[src/design/lics_cfg.svh]
// Offsets, field positions, reset values and timing counts of the sequencer.
`ifndef LICS_CFG_SVH
`define LICS_CFG_SVH
// ==========================================================
// Clock and time figures
`define LICS_CLK_HZ 200000000
`define LICS_TICK_MS 1
`define LICS_TICK_CYC (`LICS_CLK_HZ / 1000 * `LICS_TICK_MS)
`define LICS_TRKL_LIMIT_S 1800
`define LICS_TRKL_LIMIT_MS (`LICS_TRKL_LIMIT_S * 1000)
`define LICS_SAFETY_H 4
`define LICS_SAFETY_MS (`LICS_SAFETY_H * 3600 * 1000)
`define LICS_FILT_US 1300
`define LICS_FILT_CYC (`LICS_FILT_US * (`LICS_CLK_HZ / 1000000) + 1)
`define LICS_PULSE_HZ 35000
`define LICS_SLICE_CYC (`LICS_CLK_HZ / `LICS_PULSE_HZ / 16)
`define LICS_BLINK_NTC_MHZ 1500
`define LICS_BLINK_BAD_MHZ 6100
`define LICS_NTC_HALF_MS (1000000 / (2 * `LICS_BLINK_NTC_MHZ))
`define LICS_BAD_HALF_MS (1000000 / (2 * `LICS_BLINK_BAD_MHZ))
// ==========================================================
// Duty cycles as low slices out of sixteen
`define LICS_NTC_DUTY_LO 4'h1
`define LICS_NTC_DUTY_HI 4'hf
`define LICS_BAD_DUTY_LO 4'h2
`define LICS_BAD_DUTY_HI 4'he
// ==========================================================
// Register map
`define LICS_CTRL_OFS 8'h00
`define LICS_STAT_OFS 8'h04
`define LICS_TMR_OFS 8'h08
`define LICS_CTRL_EN_BIT 0
`define LICS_CTRL_RST 1'b1
`endif

[src/design/lics_pkg.sv]
// Types shared by the charge sequencer.
package lics_pkg;
  typedef enum logic [2:0] {
    LICS_IDLE,
    LICS_TRICKLE,
    LICS_CC,
    LICS_CV,
    LICS_DONE,
    LICS_BADBAT
  } lics_state_t;
endpackage

[src/design/lics_charge_sequencer.sv]
// Li-ion charge sequencer with status pin encoder and AHB-Lite registers.
// Operation
// - Cycle start with battery below trickle threshold selects trickle current.
// - Below trickle threshold over half an hour ends charging, bad battery.
// - Battery above trickle threshold moves to full constant-current charge.
// - Float voltage reached starts constant voltage and four-hour timer.
// - Safety timer expiry stops charging into the terminated state.
// - Qualified recharge indication in terminated state starts a new cycle.
// - Qualified recharge indication clears a running safety timer.
// - Recharge comparator counts only after more than 1.3 ms asserted.
// - Supply lockout or enable cycling restarts charge and clears timer.
// - Status pin held low throughout a normal charge cycle.
// - Float voltage with tenth-current flag releases the status pin.
// - Faults switch the status pin at 35 kHz with blinking duty.
// - Thermistor fault alternates 6.25% and 93.75% duty at 1.5 Hz.
// - Bad battery alternates 12.5% and 87.5% duty at 6.1 Hz.
// - Tenth-current flag ignored while input current limit is active.
// - Thermistor hot comparator pauses charging until it clears.
// - Thermistor cold comparator pauses charging until it clears.
// - Thermistor pause in constant voltage also freezes the safety timer.
// - Grounded thermistor input disables thermistor pausing.
`timescale 1ns/1ps
`include "lics_cfg.svh"
module lics_charge_sequencer import lics_pkg::*; #(
  parameter int unsigned TICK_CYC = `LICS_TICK_CYC,
  parameter int unsigned FILT_CYC = `LICS_FILT_CYC,
  parameter int unsigned SLICE_CYC = `LICS_SLICE_CYC,
  parameter int unsigned TRKL_LIMIT_MS = `LICS_TRKL_LIMIT_MS,
  parameter int unsigned SAFETY_MS = `LICS_SAFETY_MS,
  parameter int unsigned NTC_HALF_MS = `LICS_NTC_HALF_MS,
  parameter int unsigned BAD_HALF_MS = `LICS_BAD_HALF_MS
) (
  input wire logic hclk,
  input wire logic hresetn,
  input wire logic hsel,
  input wire logic [31:0] haddr,
  input wire logic [1:0] htrans,
  input wire logic hwrite,
  input wire logic [2:0] hsize,
  input wire logic [31:0] hwdata,
  input wire logic hready,
  output logic [31:0] hrdata,
  output logic hreadyout,
  output logic hresp,
  input wire logic bat_below_trickle,
  input wire logic float_reached,
  input wire logic tenth_current,
  input wire logic input_ilim_active,
  input wire logic below_recharge,
  input wire logic supply_ok,
  input wire logic therm_hot,
  input wire logic therm_cold,
  input wire logic thermistor_grounded,
  input wire logic charger_enable_n,
  output logic charge_status_out,
  output logic charge_status_oe,
  output logic charge_on,
  output logic trickle_mode,
  output logic cv_mode
);

  // ==========================================================
  // Input synchronisers
  logic [9:0] raw_in;
  logic [9:0] sync1_q;
  logic [9:0] sync2_q;
  logic bat_low_s, float_s, tenth_s, ilim_s, below_s;
  logic uvlo_s, hot_s, cold_s, gnd_s, en_n_s;

  assign raw_in = {charger_enable_n, thermistor_grounded, therm_cold,
                   therm_hot, supply_ok, below_recharge, input_ilim_active,
                   tenth_current, float_reached, bat_below_trickle};
  assign {en_n_s, gnd_s, cold_s, hot_s, uvlo_s, below_s, ilim_s,
          tenth_s, float_s, bat_low_s} = sync2_q;

  // Two stages; only the second stage feeds any logic.
  always_ff @(posedge hclk or negedge hresetn) begin
    if (!hresetn) begin
      sync1_q <= 10'h000;
      sync2_q <= 10'h000;
    end else begin
      sync1_q <= raw_in;
      sync2_q <= sync1_q;
    end
  end

  // ==========================================================
  // Register bus
  logic ctrl_en_q;
  logic wr_pend_q;
  logic [7:0] wr_ofs_q;
  logic [31:0] hrdata_q;
  logic [31:0] rd_mux;
  logic acc;
  lics_state_t state_q;
  logic [31:0] tmr_q;
  logic eoc_q;
  logic phase_q;
  logic oe_q;
  logic qual_q;
  logic pause;
  assign acc = hsel & htrans[1] & hready & (hsize == 3'h2);
  // Read data is muxed at the address phase so it sits in a flop.
  always_comb begin
    rd_mux = 32'h0000_0000;
    unique case (haddr[7:0])
      `LICS_CTRL_OFS: rd_mux[`LICS_CTRL_EN_BIT] = ctrl_en_q;
      `LICS_STAT_OFS: rd_mux[7:0] = {qual_q, oe_q, phase_q, pause, eoc_q,
                                     state_q};
      `LICS_TMR_OFS: rd_mux = tmr_q;
      default: rd_mux = 32'h0000_0000;
    endcase
  end

  // Zero wait states; every transfer answers OKAY.
  always_ff @(posedge hclk or negedge hresetn) begin
    if (!hresetn) begin
      wr_pend_q <= 1'b0;
      wr_ofs_q <= 8'h00;
      hrdata_q <= 32'h0000_0000;
    end else begin
      wr_pend_q <= acc & hwrite;
      if (acc) begin
        wr_ofs_q <= haddr[7:0];
      end
      if (acc && !hwrite) begin
        hrdata_q <= rd_mux;
      end
    end
  end

  // Software enable; toggling it restarts the cycle.
  always_ff @(posedge hclk or negedge hresetn) begin
    if (!hresetn) begin
      ctrl_en_q <= `LICS_CTRL_RST;
    end else if (wr_pend_q && wr_ofs_q == `LICS_CTRL_OFS) begin
      ctrl_en_q <= hwdata[`LICS_CTRL_EN_BIT];
    end
  end

  assign hrdata = hrdata_q;
  assign hreadyout = 1'b1;
  assign hresp = 1'b0;

  // ==========================================================
  // Dividers: millisecond tick and pulse slice enable
  logic [31:0] tick_cnt_q;
  logic [31:0] slice_cnt_q;
  logic tick;
  logic slice_en;
  logic [3:0] slice_q;

  assign tick = (tick_cnt_q == TICK_CYC - 1);
  assign slice_en = (slice_cnt_q == SLICE_CYC - 1);

  always_ff @(posedge hclk or negedge hresetn) begin
    if (!hresetn) begin
      tick_cnt_q <= 32'h0;
      slice_cnt_q <= 32'h0;
      slice_q <= 4'h0;
    end else begin
      tick_cnt_q <= tick ? 32'h0 : tick_cnt_q + 32'h1;
      slice_cnt_q <= slice_en ? 32'h0 : slice_cnt_q + 32'h1;
      if (slice_en) begin
        slice_q <= slice_q + 4'h1;
      end
    end
  end

  // ==========================================================
  // Recharge comparator filter
  logic [31:0] filt_q;
  logic qual_d1_q;
  logic rech_ev;

  // A single dip longer than the filter makes one event, not a stream.
  always_ff @(posedge hclk or negedge hresetn) begin
    if (!hresetn) begin
      filt_q <= 32'h0;
      qual_q <= 1'b0;
      qual_d1_q <= 1'b0;
    end else begin
      qual_d1_q <= qual_q;
      if (!below_s) begin
        filt_q <= 32'h0;
        qual_q <= 1'b0;
      end else if (filt_q == FILT_CYC - 1) begin
        qual_q <= 1'b1;
      end else begin
        filt_q <= filt_q + 32'h1;
      end
    end
  end

  assign rech_ev = qual_q & ~qual_d1_q;

  // ==========================================================
  // Enable qualification and restart detection
  logic en_now;
  logic en_prev_q;
  logic restart;
  assign en_now = ctrl_en_q & ~en_n_s & uvlo_s;
  assign restart = en_now & ~en_prev_q;

  always_ff @(posedge hclk or negedge hresetn) begin
    if (!hresetn) begin
      en_prev_q <= 1'b0;
    end else begin
      en_prev_q <= en_now;
    end
  end

  // ==========================================================
  // Sequencer
  logic charging;
  logic tmr_lim;
  logic [31:0] lim;
  assign pause = (hot_s | cold_s) & ~gnd_s;
  assign charging = (state_q == LICS_TRICKLE) || (state_q == LICS_CC) ||
                    (state_q == LICS_CV);
  assign lim = (state_q == LICS_TRICKLE) ? TRKL_LIMIT_MS : SAFETY_MS;
  assign tmr_lim = tick && (tmr_q == lim - 1);

  // Lockout or a disabled charger forces idle regardless of state.
  always_ff @(posedge hclk or negedge hresetn) begin
    if (!hresetn) begin
      state_q <= LICS_IDLE;
    end else if (!en_now) begin
      state_q <= LICS_IDLE;
    end else if (restart) begin
      state_q <= bat_low_s ? LICS_TRICKLE : LICS_CC;
    end else begin
      unique case (state_q)
        LICS_IDLE: state_q <= LICS_IDLE;
        LICS_TRICKLE: begin
          if (!bat_low_s) begin
            state_q <= LICS_CC;
          end else if (tmr_lim) begin
            state_q <= LICS_BADBAT;
          end
        end
        LICS_CC: begin
          if (float_s) begin
            state_q <= LICS_CV;
          end
        end
        LICS_CV: begin
          if (tmr_lim && !rech_ev && !pause) begin
            state_q <= LICS_DONE;
          end
        end
        LICS_DONE: begin
          if (rech_ev) begin
            state_q <= bat_low_s ? LICS_TRICKLE : LICS_CC;
          end
        end
        LICS_BADBAT: state_q <= LICS_BADBAT;
      endcase
    end
  end

  // Timer in ms ticks; trickle uses it for the bad-cell timeout.
  always_ff @(posedge hclk or negedge hresetn) begin
    if (!hresetn) begin
      tmr_q <= 32'h0;
    end else if (restart || !en_now) begin
      tmr_q <= 32'h0;
    end else if (state_q == LICS_CC && float_s) begin
      tmr_q <= 32'h0;
    end else if (rech_ev && (state_q == LICS_CV || state_q == LICS_DONE)) begin
      tmr_q <= 32'h0;
    end else if (state_q == LICS_CV && pause) begin
      tmr_q <= tmr_q;
    end else if ((state_q == LICS_TRICKLE || state_q == LICS_CV) && tick) begin
      tmr_q <= tmr_lim ? 32'h0 : tmr_q + 32'h1;
    end
  end

  // End of charge latches in float; current limit masks the flag.
  always_ff @(posedge hclk or negedge hresetn) begin
    if (!hresetn) begin
      eoc_q <= 1'b0;
    end else if (state_q != LICS_CV || restart) begin
      eoc_q <= 1'b0;
    end else if (tenth_s && !ilim_s) begin
      eoc_q <= 1'b1;
    end
  end

  // Current commands to the analog charger.
  always_ff @(posedge hclk or negedge hresetn) begin
    if (!hresetn) begin
      charge_on <= 1'b0;
      trickle_mode <= 1'b0;
      cv_mode <= 1'b0;
    end else begin
      charge_on <= charging & ~pause & en_now;
      trickle_mode <= (state_q == LICS_TRICKLE);
      cv_mode <= (state_q == LICS_CV);
    end
  end

  // ==========================================================
  // Status pin encoder
  logic [31:0] blink_q;
  logic [31:0] half;
  logic bad;
  logic thermistor_sense;
  logic [3:0] duty;
  assign bad = (state_q == LICS_BADBAT);
  assign thermistor_sense = charging & pause;
  assign half = bad ? BAD_HALF_MS : NTC_HALF_MS;

  // Low slices out of sixteen for a fault and blink phase.
  function automatic logic [3:0] duty_of(input logic b, input logic ph);
    if (b) begin
      duty_of = ph ? `LICS_BAD_DUTY_HI : `LICS_BAD_DUTY_LO;
    end else begin
      duty_of = ph ? `LICS_NTC_DUTY_HI : `LICS_NTC_DUTY_LO;
    end
  endfunction
  assign duty = duty_of(bad, phase_q);

  // Blink phase flips every half period; held at zero with no fault.
  always_ff @(posedge hclk or negedge hresetn) begin
    if (!hresetn) begin
      blink_q <= 32'h0;
      phase_q <= 1'b0;
    end else if (!bad && !thermistor_sense) begin
      blink_q <= 32'h0;
      phase_q <= 1'b0;
    end else if (tick) begin
      if (blink_q >= half - 1) begin
        blink_q <= 32'h0;
        phase_q <= ~phase_q;
      end else begin
        blink_q <= blink_q + 32'h1;
      end
    end
  end

  // Enable high pulls the open-drain pin low.
  always_ff @(posedge hclk or negedge hresetn) begin
    if (!hresetn) begin
      oe_q <= 1'b0;
    end else if (bad || thermistor_sense) begin
      oe_q <= (slice_q < duty);
    end else begin
      oe_q <= charging & ~eoc_q;
    end
  end

  assign charge_status_oe = oe_q;
  assign charge_status_out = 1'b0;

  // ==========================================================
  // Checks
  AST_TRKL_SEL: assert property (@(posedge hclk) disable iff (!hresetn)
    restart && bat_low_s |=> state_q == LICS_TRICKLE && trickle_mode == 1'b0
    ##1 trickle_mode) else $error("trickle not selected at cycle start");
  AST_BADBAT: assert property (@(posedge hclk) disable iff (!hresetn)
    state_q == LICS_TRICKLE && en_now && !restart && bat_low_s && tmr_lim
    |=> state_q == LICS_BADBAT) else $error("bad cell timeout missed");
  AST_TO_CC: assert property (@(posedge hclk) disable iff (!hresetn)
    state_q == LICS_TRICKLE && en_now && !restart && !bat_low_s
    |=> state_q == LICS_CC) else $error("trickle did not end");
  AST_TO_CV: assert property (@(posedge hclk) disable iff (!hresetn)
    state_q == LICS_CC && en_now && !restart && float_s
    |=> state_q == LICS_CV && tmr_q == 32'h0) else $error("cv entry wrong");
  AST_DONE_OFF: assert property (@(posedge hclk) disable iff (!hresetn)
    state_q == LICS_DONE |=> !charge_on) else $error("current after end");
  AST_RECHG: assert property (@(posedge hclk) disable iff (!hresetn)
    state_q == LICS_DONE && en_now && !restart && rech_ev
    |=> charging) else $error("recharge did not start");
  AST_TMR_CLR: assert property (@(posedge hclk) disable iff (!hresetn)
    (restart || (rech_ev && state_q == LICS_CV)) |=> tmr_q == 32'h0)
    else $error("timer not cleared");
  AST_FILT: assert property (@(posedge hclk) disable iff (!hresetn)
    $rose(qual_q) |-> $past(below_s) && filt_q == FILT_CYC - 1)
    else $error("recharge qualified early");
  AST_FREEZE: assert property (@(posedge hclk) disable iff (!hresetn)
    state_q == LICS_CV && pause && en_now && !restart && !rech_ev
    |=> $stable(tmr_q)) else $error("timer ran while paused");
  AST_LOW: assert property (@(posedge hclk) disable iff (!hresetn)
    charging && !pause && !eoc_q |=> oe_q) else $error("pin not low");
  AST_DUTY: assert property (@(posedge hclk) disable iff (!hresetn)
    bad |=> oe_q == ($past(slice_q) < $past(duty)))
    else $error("fault duty wrong");
  AST_GND: assert property (@(posedge hclk) disable iff (!hresetn)
    gnd_s && charging && en_now |=> charge_on)
    else $error("grounded thermistor paused");

endmodule // lics_charge_sequencer

[config.mk]
export PLATFORM = sky130hd
export DESIGN_NAME = lics_charge_sequencer
export DESIGN_NICKNAME = d
export VERILOG_FILES = /design/src/design/lics_pkg.sv /design/src/design/lics_charge_sequencer.sv
export VERILOG_INCLUDE_DIRS = /design/src /design/src/design
export SDC_FILE = /design/constraint.sdc
export NUM_CORES = 1
export LEC_CHECK = 0
export ABC_AREA = 0
export BUFFER_PORTS_ARGS = -buffer_cell sky130_fd_sc_hd__buf_2
export CAP_MARGIN = 20
export CORE_ASPECT_RATIO = 1.1
export CORE_MARGIN = 5
export CORE_UTILIZATION = 25
export CTS_CLUSTER_SIZE = 40
export DETAILED_ROUTE_END_ITERATION = 10
export PLACE_DENSITY = 0.44
export SLEW_MARGIN = 25
export SYNTH_ARGS = -nofsm -noshare
export SYNTH_HDL_FRONTEND = slang
export SYNTH_SLANG_ARGS = --single-unit
[constraint.sdc]
create_clock -name hclk -period 4.3 [get_ports hclk]
set_input_delay 0.215 -clock hclk [delete_from_list [all_inputs] [get_ports hclk]]
set_output_delay 0.215 -clock hclk [all_outputs]
set_load 0.02 [all_outputs]
Word-level counts from Yosys, hierarchy flattened
Cells that the tools add are included.
{"block": "totals", "ff_bits": 238, "inputBits": 84, "output_inout_bits": 39, "elab_cells": 146}
{"block": "classes", "n_addsub": 8, "order_cmp": 2, "n_eq_ne": 20, "mux": 38, "bitwise": 21, "n_reduce_logical": 35}
{"operator": "32-bit two-way mux", "n": 13}
{"operator": "32-bit by 1-bit adder with 32-bit output, second input constant", "n": 5}
{"operator": "32-bit by 18-bit == test with 1-bit output, second input constant", "n": 2}
{"operator": "24-bit two-way mux", "n": 2}
{"operator": "32-bit == test", "n": 1}
{"operator": "32-bit by 9-bit == test with 1-bit output, second input constant", "n": 1}
{"operator": "32-bit >= comparator", "n": 1}
{"operator": "24-bit by 1-bit subtractor with 25-bit output, second input constant", "n": 1}
{"operator": "3-bit two-way mux", "n": 7}
{"operator": "3-bit case mux with 6 select lines", "n": 1}
{"operator": "8-bit zero test", "n": 2}
{"operator": "4-bit inequality test, second input constant", "n": 4}
{"operator": "7-bit case mux with 2 select lines", "n": 1}
{"operator": "1-bit bitwise AND", "n": 13}
{"operator": "4-bit two-way mux", "n": 3}
{"operator": "1-bit logical AND", "n": 11}
{"operator": "9-bit by 1-bit subtractor with 10-bit output, second input constant", "n": 1}
{"operator": "3-bit by 2-bit == test with 1-bit output, second input constant", "n": 3}
{"operator": "9-bit two-way mux", "n": 1}
{"operator": "8-bit by 3-bit == test with 1-bit output, second input constant", "n": 1}
{"operator": "8-bit by 4-bit == test with 1-bit output, second input constant", "n": 1}
{"operator": "1-bit two-way mux", "n": 8}
{"operator": "1-bit zero test", "n": 7}
{"operator": "1-bit logical OR", "n": 7}
{"operator": "other kinds (17)", "n": 27}

Depth between registers and ports, before layout
Gate-level depths: netlist of run 1.
{"block": "logic_depth", "word_depth": 11, "depth_mapped": 12, "ltp_nobuf": 9}

Least setup slack after synthesis of run 1
No wires, ideal clock.
{"block": "synth_timing", "path_kind": "register to register", "startpoint": "register state_q[1]", "endpoint": "register blink_q[14]", "setup_time_ns": 0.072, "arrival_ns": 2.483, "t_required_ns": 4.228, "slack_ns": 1.745, "stages_incl_launch_ff": 13, "path_buffers": 3, "period_less_slack_ns": 2.555, "path_cell_list": "dfrtp_1 -> and3b_1 -> clkbuf_1 -> inv_1 -> ha_1 -> o21ai_0 -> nand2b_1 -> maj3_1 -> o31a_1 -> or2_1 -> buf_2 -> buf_2 -> nor2_1"}
{"block": "synth_via", "elab_chain_cells": 7, "word_cells_on_any_way": 17, "cone_classes": "1 x add/sub; 1 x order compare; 4 x eq/ne; 4 x mux; 1 x bitwise; 6 x reduce/logical"}
{"item": "start, declared", "line": "lics_charge_sequencer.sv:95", "rtl": "lics_state_t state_q;"}
{"item": "start signal, assigned", "line": "lics_charge_sequencer.sv:231", "rtl": "state_q <= bat_low_s ? LICS_TRICKLE : LICS_CC;"}
{"item": "start signal, assigned", "line": "lics_charge_sequencer.sv:254", "rtl": "state_q <= bat_low_s ? LICS_TRICKLE : LICS_CC;"}
{"item": "3-bit == test (tied with other cells)", "line": "lics_charge_sequencer.sv:310", "rtl": "assign bad = (state_q == LICS_BADBAT);"}
{"item": "9-bit two-way mux / 1-bit logical OR (equally long branches)", "line": "lics_charge_sequencer.sv:312, lics_charge_sequencer.sv:219"}
{"item": "9-bit by 1-bit subtractor with 10-bit output / 1-bit logical OR (equally long branches)", "line": "lics_charge_sequencer.sv:333, lics_charge_sequencer.sv:219"}
{"item": "32-bit >= comparator / 1-bit bitwise AND (equally long branches)", "line": "lics_charge_sequencer.sv:333, lics_charge_sequencer.sv:311"}
{"item": "32-bit two-way mux / 1-bit zero test (equally long branches)", "line": "lics_charge_sequencer.sv:333, lics_charge_sequencer.sv:329"}
{"item": "32-bit two-way mux / 1-bit logical AND (equally long branches)", "line": "lics_charge_sequencer.sv:332, lics_charge_sequencer.sv:329"}
{"item": "32-bit two-way mux / 2-bit nonzero test (equally long branches)"}
{"item": "end signal, assigned", "line": "lics_charge_sequencer.sv:337", "rtl": "blink_q <= blink_q + 32'h1;"}
{"item": "end, declared", "line": "lics_charge_sequencer.sv:305", "rtl": "logic [31:0] blink_q;"}
Parallel ways exist; a longest one is shown, timed or not. The select of a mux whose other input is x is not followed.
A chain may end at the register's enable or synchronous reset.

Worst setup path after layout of run 1
{"block": "layout_timing", "startpoint": "register state_q[2]", "endpoint": "register blink_q[15]"}
The elaborated chain is that of the path after synthesis.

==> flow_metrics.tcl, run 1 <==
set metrics [dict create \
    wl_per_cell_um 14.75 \
    slowest_stage "dfrtp_1" \
    post_cts_buffers 0 \
    syn2layout_area_growth_pct 18.04 \
    die_h_um 233 \
    vias 8163 \
    max_freq_mhz 340.0 \
    syn-cell-area_um2 11300 \
    outcome "finished, final reports clean" \
    tritoncts "done" \
    crit_path_start_kind "flop" \
    nNetsFinal 1267 \
    synthTopCellsByCount "dfrtp_1, nor2_1, xnor2_1" \
    max_stage_delay_ps 600 \
    routed_wl_mm 26.10 \
    drc 0 \
    grtUsageTotal_pct 10.54 \
    dr.pass1.iters 4 \
    path_max_fanout 16 \
    initial_utilization_pct 25.35 \
    cap_violations 0 \
    yosysWarningCount 0 \
    grt_max_degree 109 \
    cts_htree_levels 1 \
    power_leakage_nw 5.670 \
    synth_area_leader_cell "dfrtp_1" \
    drive_gt1_share_pct 12.78 \
    cts_root_buf "clkbuf_16" \
    fin_area_um2 13340 \
    crit_required_ps 4770 \
    synth_cell_types 73 \
    yosys_register_bits 238 \
    die_area_um2 49560 \
    fin_crit_ps 2941 \
    crit_type "flop to flop" \
    synth-edff-count 0 \
    clockBufferDepth 3 \
    cts_resized 0 \
    fillers 4671 \
    rrSetupSlack_ps 1360 \
    hold_viol_final 0 \
    seq_area_frac_synth_pct 52.71 \
    synth.most_common_cell "dfrtp_1" \
    critPathCaptureType "flop" \
    cts_buffers 29 \
    powerDensity_nw_per_um2 350.8 \
    synth_async_sr_flop_share_pct 100.0 \
    diodes 0 \
    drtIter0Drc 441 \
    report.final.slew_viol_count 0 \
    grt_pass1_vias 8188 \
    grt_antenna_before_repair 0 \
    clk_pin_slew_ps 60 \
    die_x_um 212.7 \
    avgSynthCellArea_um2 10.45 \
    synthTopCellsByArea "dfrtp_1, xnor2_1, nor2_1, nand3_1, nand2_1" \
    rsz0062_at_grt "no" \
    rows 81 \
    io_pins 123 \
    grt_overflow 0 \
    hold_class "input port to flop" \
    cts.sinks 238 \
    grt_pass1_wl_mm 43.77 \
    clock_latency_ps 550 \
    gp_congestion 0.7737 \
    ys.flop_type "dfrtp_1" \
    crit_chain "and3b_1, inv_1, ha_1, o21ai_0, nand2b_1, maj3_1, o31a_1, or2_1, a21oi_1" \
    setup-violations-final 0 \
    worst_ep_arrival_time_ps 3410 \
    fin_skew_ps 16.97 \
    post-route-period-util_pct 68.41 \
    synth_top_cell_area_share_pct 52.47 \
    core_area_um2 44590 \
    dp_hpwl_mm 17.63 \
    ir_drop_uv 249.7 \
    worst_pin_slew_ps 875.7 \
    vias_per_cell 4.612 \
    postRouteAntennaNets 0 \
    fin_tns_setup_ps 0 \
    dpl-instance-area_um2 12260 \
    slew-limit-headroom_pct 41.62 \
    synthCells 1082 \
    io_buffer_count 63 \
]
cell type report:
class | count | area [um^2] | share of cell area [%]
clock buffers | 42 | 814.5 | 6.105
repair buffers | 94 | 608.1 | 4.558
multi-input cells | 768 | 5036 | 37.75
inverters | 38 | 142.6 | 1.069
well taps | 581 | 726.9 | 5.449
flip-flops and latches | 238 | 5957 | 44.65
clock inverters | 9 | 56.30 | 0.4220
placed cells by master, fill, tap and decap left out, types with 7 or more instances in the layout:
master         instances
dfrtp_1              237
nand2b_1               8
inv_1                 38
nand2_1               77
dlygate4sd3_1         20
a22o_1                27
nand4_1               27
a21oi_1               26
clkbuf_1               9
ha_1                  14
and4_1                15
and3_1                29
buf_2                 62
buf_4                 11
xnor2_1               83
a22oi_1                7
nor4_1                22
xor2_1                31
mux2_2                10
a211oi_1              10
nor2_1                99
o21ai_0               27
nor3_1                33
clkbuf_16             29
and2_1                32
or3_1                 11
o21a_1                19
nand3_1               64
nor4b_1                7
power breakdown:
| part | switching, mW | total [mW] | internal (mW) |
|---|---|---|---|
| Clock | 0.938 | 2.25 | 1.31 |
| Sequential | 0.0249 | 2.30 | 2.27 |
| Combinational | 0.0859 | 0.139 | 0.0527 |
| Total | 1.05 | 4.68 | 3.63 |
logic make-up (layout without fill, tap and decap cells):
group           count (synthesis)  after routing  share of synthesized area [%]
mux                            16             16                          1.528
xor+xnor                      114            114                          8.834
flops                         238            238                          52.71
simple gates                  458            458                          21.75
compound gates                162            162                          10.57
other cells                     2              3                        0.06645
fa+ha+maj                      15             15                          1.638
buf+inv                        77            183                          2.900
routing by layer:
| metal | routed length, um | global-route usage, % |
|---|---|---|
| met1 | 12720 | 14.81 |
| met2 | 11840 | 16.83 |
| met3 | 903 | 1.753 |
| met4 | 642 | 2.901 |
| met5 | 0 | 0 |
registers in the layout (all words and copies together), names as in the netlist, 3 cells and up:
signal       flops
blink_q         32
sync2_q         10
tick_cnt_q      32
filt_q          32
hrdata          32
state_q          3
wr_ofs_q         8
slice_q          4
tmr_q           32
slice_cnt_q     32
sync1_q         10
worst max-delay path, delay by kind of cell (launching register included):
kind            cells  cell delay, ps
simple gates        3             900
buf+inv             1             110
flops               1             600
fa+ha+maj           2             560
compound gates      3             690
worst paths after layout:
path / to / cells past startpoint / startpoint
setup / recovery: blink_q[15] / 9 / state_q[2]
hold / removal: wr_ofs_q[3] / 3 / haddr[3]
setup reg to reg: blink_q[15] / 9 / state_q[2]
hold reg to reg: sync2_q[0] / 0 / sync1_q[0]
max in group asynchronous: sync1_q[1] / 3 / hresetn
min in group asynchronous: tick_cnt_q[12] / 2 / hresetn
stage by stage:
step	worst slack (ps)	utilization, %	hold slack, ps	total power [mW]	cells
after floorplan	1745	-	-80.59	2.380	1083
after global placement	1361	27.50	323.0	2.466	1699
after detailed placement	1355	27.50	324.3	2.467	1699
after CTS	1341	29.90	41.99	4.794	1770
after global routing	1073	29.92	104.5	4.897	1770
final	1359	29.92	74.04	4.681	1770
timing repair:
action / CTS / global route
endpoints found under the hold margin: 122 / 0
hold buffers: 20 / 0
setup endpoints to repair: 0 / 0
No activity file was read; power rests on OpenSTA's default activity.
==> run 2, diff against run 1 <==
--- a/config.mk
+++ b/config.mk
@@ -6,7 +6,7 @@
 export SDC_FILE = /design/constraint.sdc
 export NUM_CORES = 1
 export LEC_CHECK = 0
-export ABC_AREA = 0
+export ABC_AREA = 1
 export BUFFER_PORTS_ARGS = -buffer_cell sky130_fd_sc_hd__buf_2
 export CAP_MARGIN = 20
 export CORE_ASPECT_RATIO = 1.1
@@ -14,7 +14,7 @@
 export CORE_UTILIZATION = 25
 export CTS_CLUSTER_SIZE = 40
 export DETAILED_ROUTE_END_ITERATION = 10
-export PLACE_DENSITY = 0.44
+export PLACE_DENSITY = 0.43
 export SLEW_MARGIN = 25
 export SYNTH_ARGS = -nofsm -noshare
 export SYNTH_HDL_FRONTEND = slang
==> constraint.sdc (replaced) <==
create_clock -name hclk -period 3 [get_ports hclk]
set_input_delay 0.15 -clock hclk [delete_from_list [all_inputs] [get_ports hclk]]
set_output_delay 0.15 -clock hclk [all_outputs]
set_load 0.02 [all_outputs]
==> run 2 against run 1 <==
  * Sequential share of layout area is 3.8 points lower
  * Core utilization is 0.066 points lower
  * Synthesized area is 8.8% higher
  * Synthesized cell count is 46% higher
  * Cell count is 33% higher
  * Largest cell class unchanged
==> flow_metrics.tcl, run 2 <==
set metrics [dict create \
    outcome "finished, final reports clean" \
    vias 10287 \
    slew-limit-headroom_pct 45.38 \
    core_area_um2 48820 \
    synth_top_cell_area_share_pct 48.22 \
    crit_path_start_kind "flop" \
    postRouteAntennaNets 0 \
    synth_area_leader_cell "dfrtp_1" \
    slowest_stage "dfrtp_1" \
    syn2layout_area_growth_pct 18.48 \
    ys.flop_type "dfrtp_1" \
    fin_crit_ps 2281 \
    timing.hold.ws_ps 112.8 \
    drtIter0Drc 567 \
    cts.sinks 238 \
    synth.most_common_cell "nand2_1" \
    yosys_register_bits 238 \
    max_stage_delay_ps 390 \
    critPathCaptureType "flop" \
    cts_resized 0 \
    grt_antenna_before_repair 1 \
    avgSynthCellArea_um2 7.799 \
    nNetsFinal 1776 \
    setup-violations-final 0 \
    cp.depth 11 \
    synth_async_sr_flop_share_pct 100.0 \
    ir_drop_uv 362.4 \
    clk_pin_slew_ps 60 \
    fin_skew_ps 25.45 \
    initial_utilization_pct 25.20 \
    final_cell_mix "nand2_1, inv_1, dfrtp_1" \
    cpMostUsedCell "nor2_4" \
    grt_overflow 0 \
    hold_viol_final 0 \
    grt_pass1_wl_mm 54.71 \
    cp_top_family "simple AND/OR/NAND/NOR gates" \
    post_cts_buffers 0 \
    dp_hpwl_mm 24.16 \
    diodes 0 \
    path_max_fanout 17 \
    tritoncts "done" \
    yosysWarningCount 0 \
    die_area_um2 53740 \
    clockBufferDepth 3 \
    wl_per_cell_um 13.81 \
    rsz0062_at_grt "no" \
    crit_type "flop to flop" \
    vias_per_cell 4.376 \
    synthTopCellsByArea "dfrtp_1, nand2_1, inv_1, nor2_1, nand3_1" \
    grt_pass1_vias 10628 \
    fin_tns_setup_ps 0 \
    hold_class "input port to async pin" \
    cts_root_buf "clkbuf_16" \
    syn-cell-area_um2 12300 \
    synthCells 1577 \
    cts_buffers 29 \
    synth_cell_types 50 \
    path_buf_inv 1 \
    power_leakage_nw 6.816 \
    final_common_cell "nand2_1" \
    rows 85 \
    synth-edff-count 0 \
    seq_area_frac_synth_pct 48.43 \
    crit_required_ps 3430 \
    max_freq_mhz 438.4 \
    reg2reg_depth 11 \
    gp_congestion 0.8751 \
    synthTopCellsByCount "nand2_1, inv_1, dfrtp_1" \
    report.final.slew_viol_count 0 \
    drive_gt1_share_pct 9.712 \
    dr.pass1.iters 6 \
    grt_max_degree 63 \
    grtUsageTotal_pct 12.05 \
    die_h_um 242.6 \
    cap_violations 0 \
    powerDensity_nw_per_um2 486.3 \
    fillers 5235 \
    post-route-period-util_pct 76.03 \
    routed_wl_mm 32.46 \
    io_pins 123 \
    clock_latency_ps 570 \
    die_x_um 221.5 \
    worst_ep_arrival_time_ps 2710 \
    crit_chain "ha_1, nand2_1, nor2_4, nand2_4, nor2_4, nand3_4, nand2_2, buf_4, nand3_1, xor2_1, nor2_1" \
    worst_pin_slew_ps 818.1 \
    cts_htree_levels 1 \
    drc 0 \
    io_buffer_count 63 \
]
## run 2: cell count changes in the layout (fill, tap and decap cells not counted), moves of 25 or more
cell and delta:
and3_1 -28, nor3_1 +28, a22o_1 -27, a21oi_1 +25, nand3_1 +38, nor2_1 +135
xnor2_1 -76, nand2_1 +266, and2_1 -31, inv_1 +205
## run 2: report_power, final
group / leakage (nW) / internal (mW) / switching, mW
clock network: 0.480 / 2.12 / 1.41
logic: 3.10 / 0.0876 / 0.173
registers: 3.23 / 3.27 / 0.0332
total: 6.82 / 5.48 / 1.61
## run 2: path summary, 6_finish.rpt
path	end	slack, ps	start
max	blink_q[6]	720	tick_cnt_q[0]
max reg2reg	blink_q[6]	720	tick_cnt_q[0]
min	sync1_q[4]	110	hresetn
min in group hclk	wr_pend_q	210	hsel
max in group asynchronous	filt_q[16]	2030	hresetn
min reg2reg	sync2_q[7]	350	sync1_q[7]
## run 2: layout make-up
class / instances / area (um^2) / share of cell area, %
Tap cell: 652 / 815.8 / 5.598
Timing Repair Buffer: 96 / 650.6 / 4.465
Sequential cell: 238 / 5957 / 40.88
Clock inverter: 8 / 75.07 / 0.5152
Inverter: 250 / 938.4 / 6.439
Multi-Input combinational cell: 1063 / 5244 / 35.98
Clock buffer: 44 / 892.1 / 6.122
## run 2: repair_timing
item                       4_1_cts  5_1_grt
hold endpoints to repair        79        0
setup endpoints to repair        0        0
hold buffers                    21        0
## run 2: stage by stage
stage / setup WS (ps) / cell area [um^2] / total power [mW] / instances / utilization, %
after floorplan: 1205 / 12300 / 3.460 / 1578 / -
after global placement: 721.6 / 13400 / 3.604 / 2278 / 27.44
after detailed placement: 696.3 / 13400 / 3.605 / 2278 / 27.44
after CTS: 689.2 / 14570 / 7.241 / 2351 / 29.85
after global routing: 499.5 / 14570 / 7.392 / 2351 / 29.85
final: 719.1 / 14570 / 7.087 / 2351 / 29.85
## run 2: cells by family after synthesis
logic type / after synthesis / share of synthesized area, %
other: 2 / 0.06106
buffers and inverters: 277 / 8.962
adder cells (fa/ha/maj): 14 / 1.424
AO/OA/AOI/OAI: 153 / 7.243
flip-flops: 238 / 48.43
XOR/XNOR: 57 / 4.059
AND/OR/NAND/NOR: 836 / 29.82
## run 2: layer usage
metal / vias to the layer above / GRT usage, % / routed length [um]
met5: - / 0 / 0
met4: 0 / 3.373 / 766
met3: 49 / 1.921 / 1419
met2: 182 / 20.48 / 15060
met1: 4814 / 16.01 / 15210
li1: 5242 / - / -
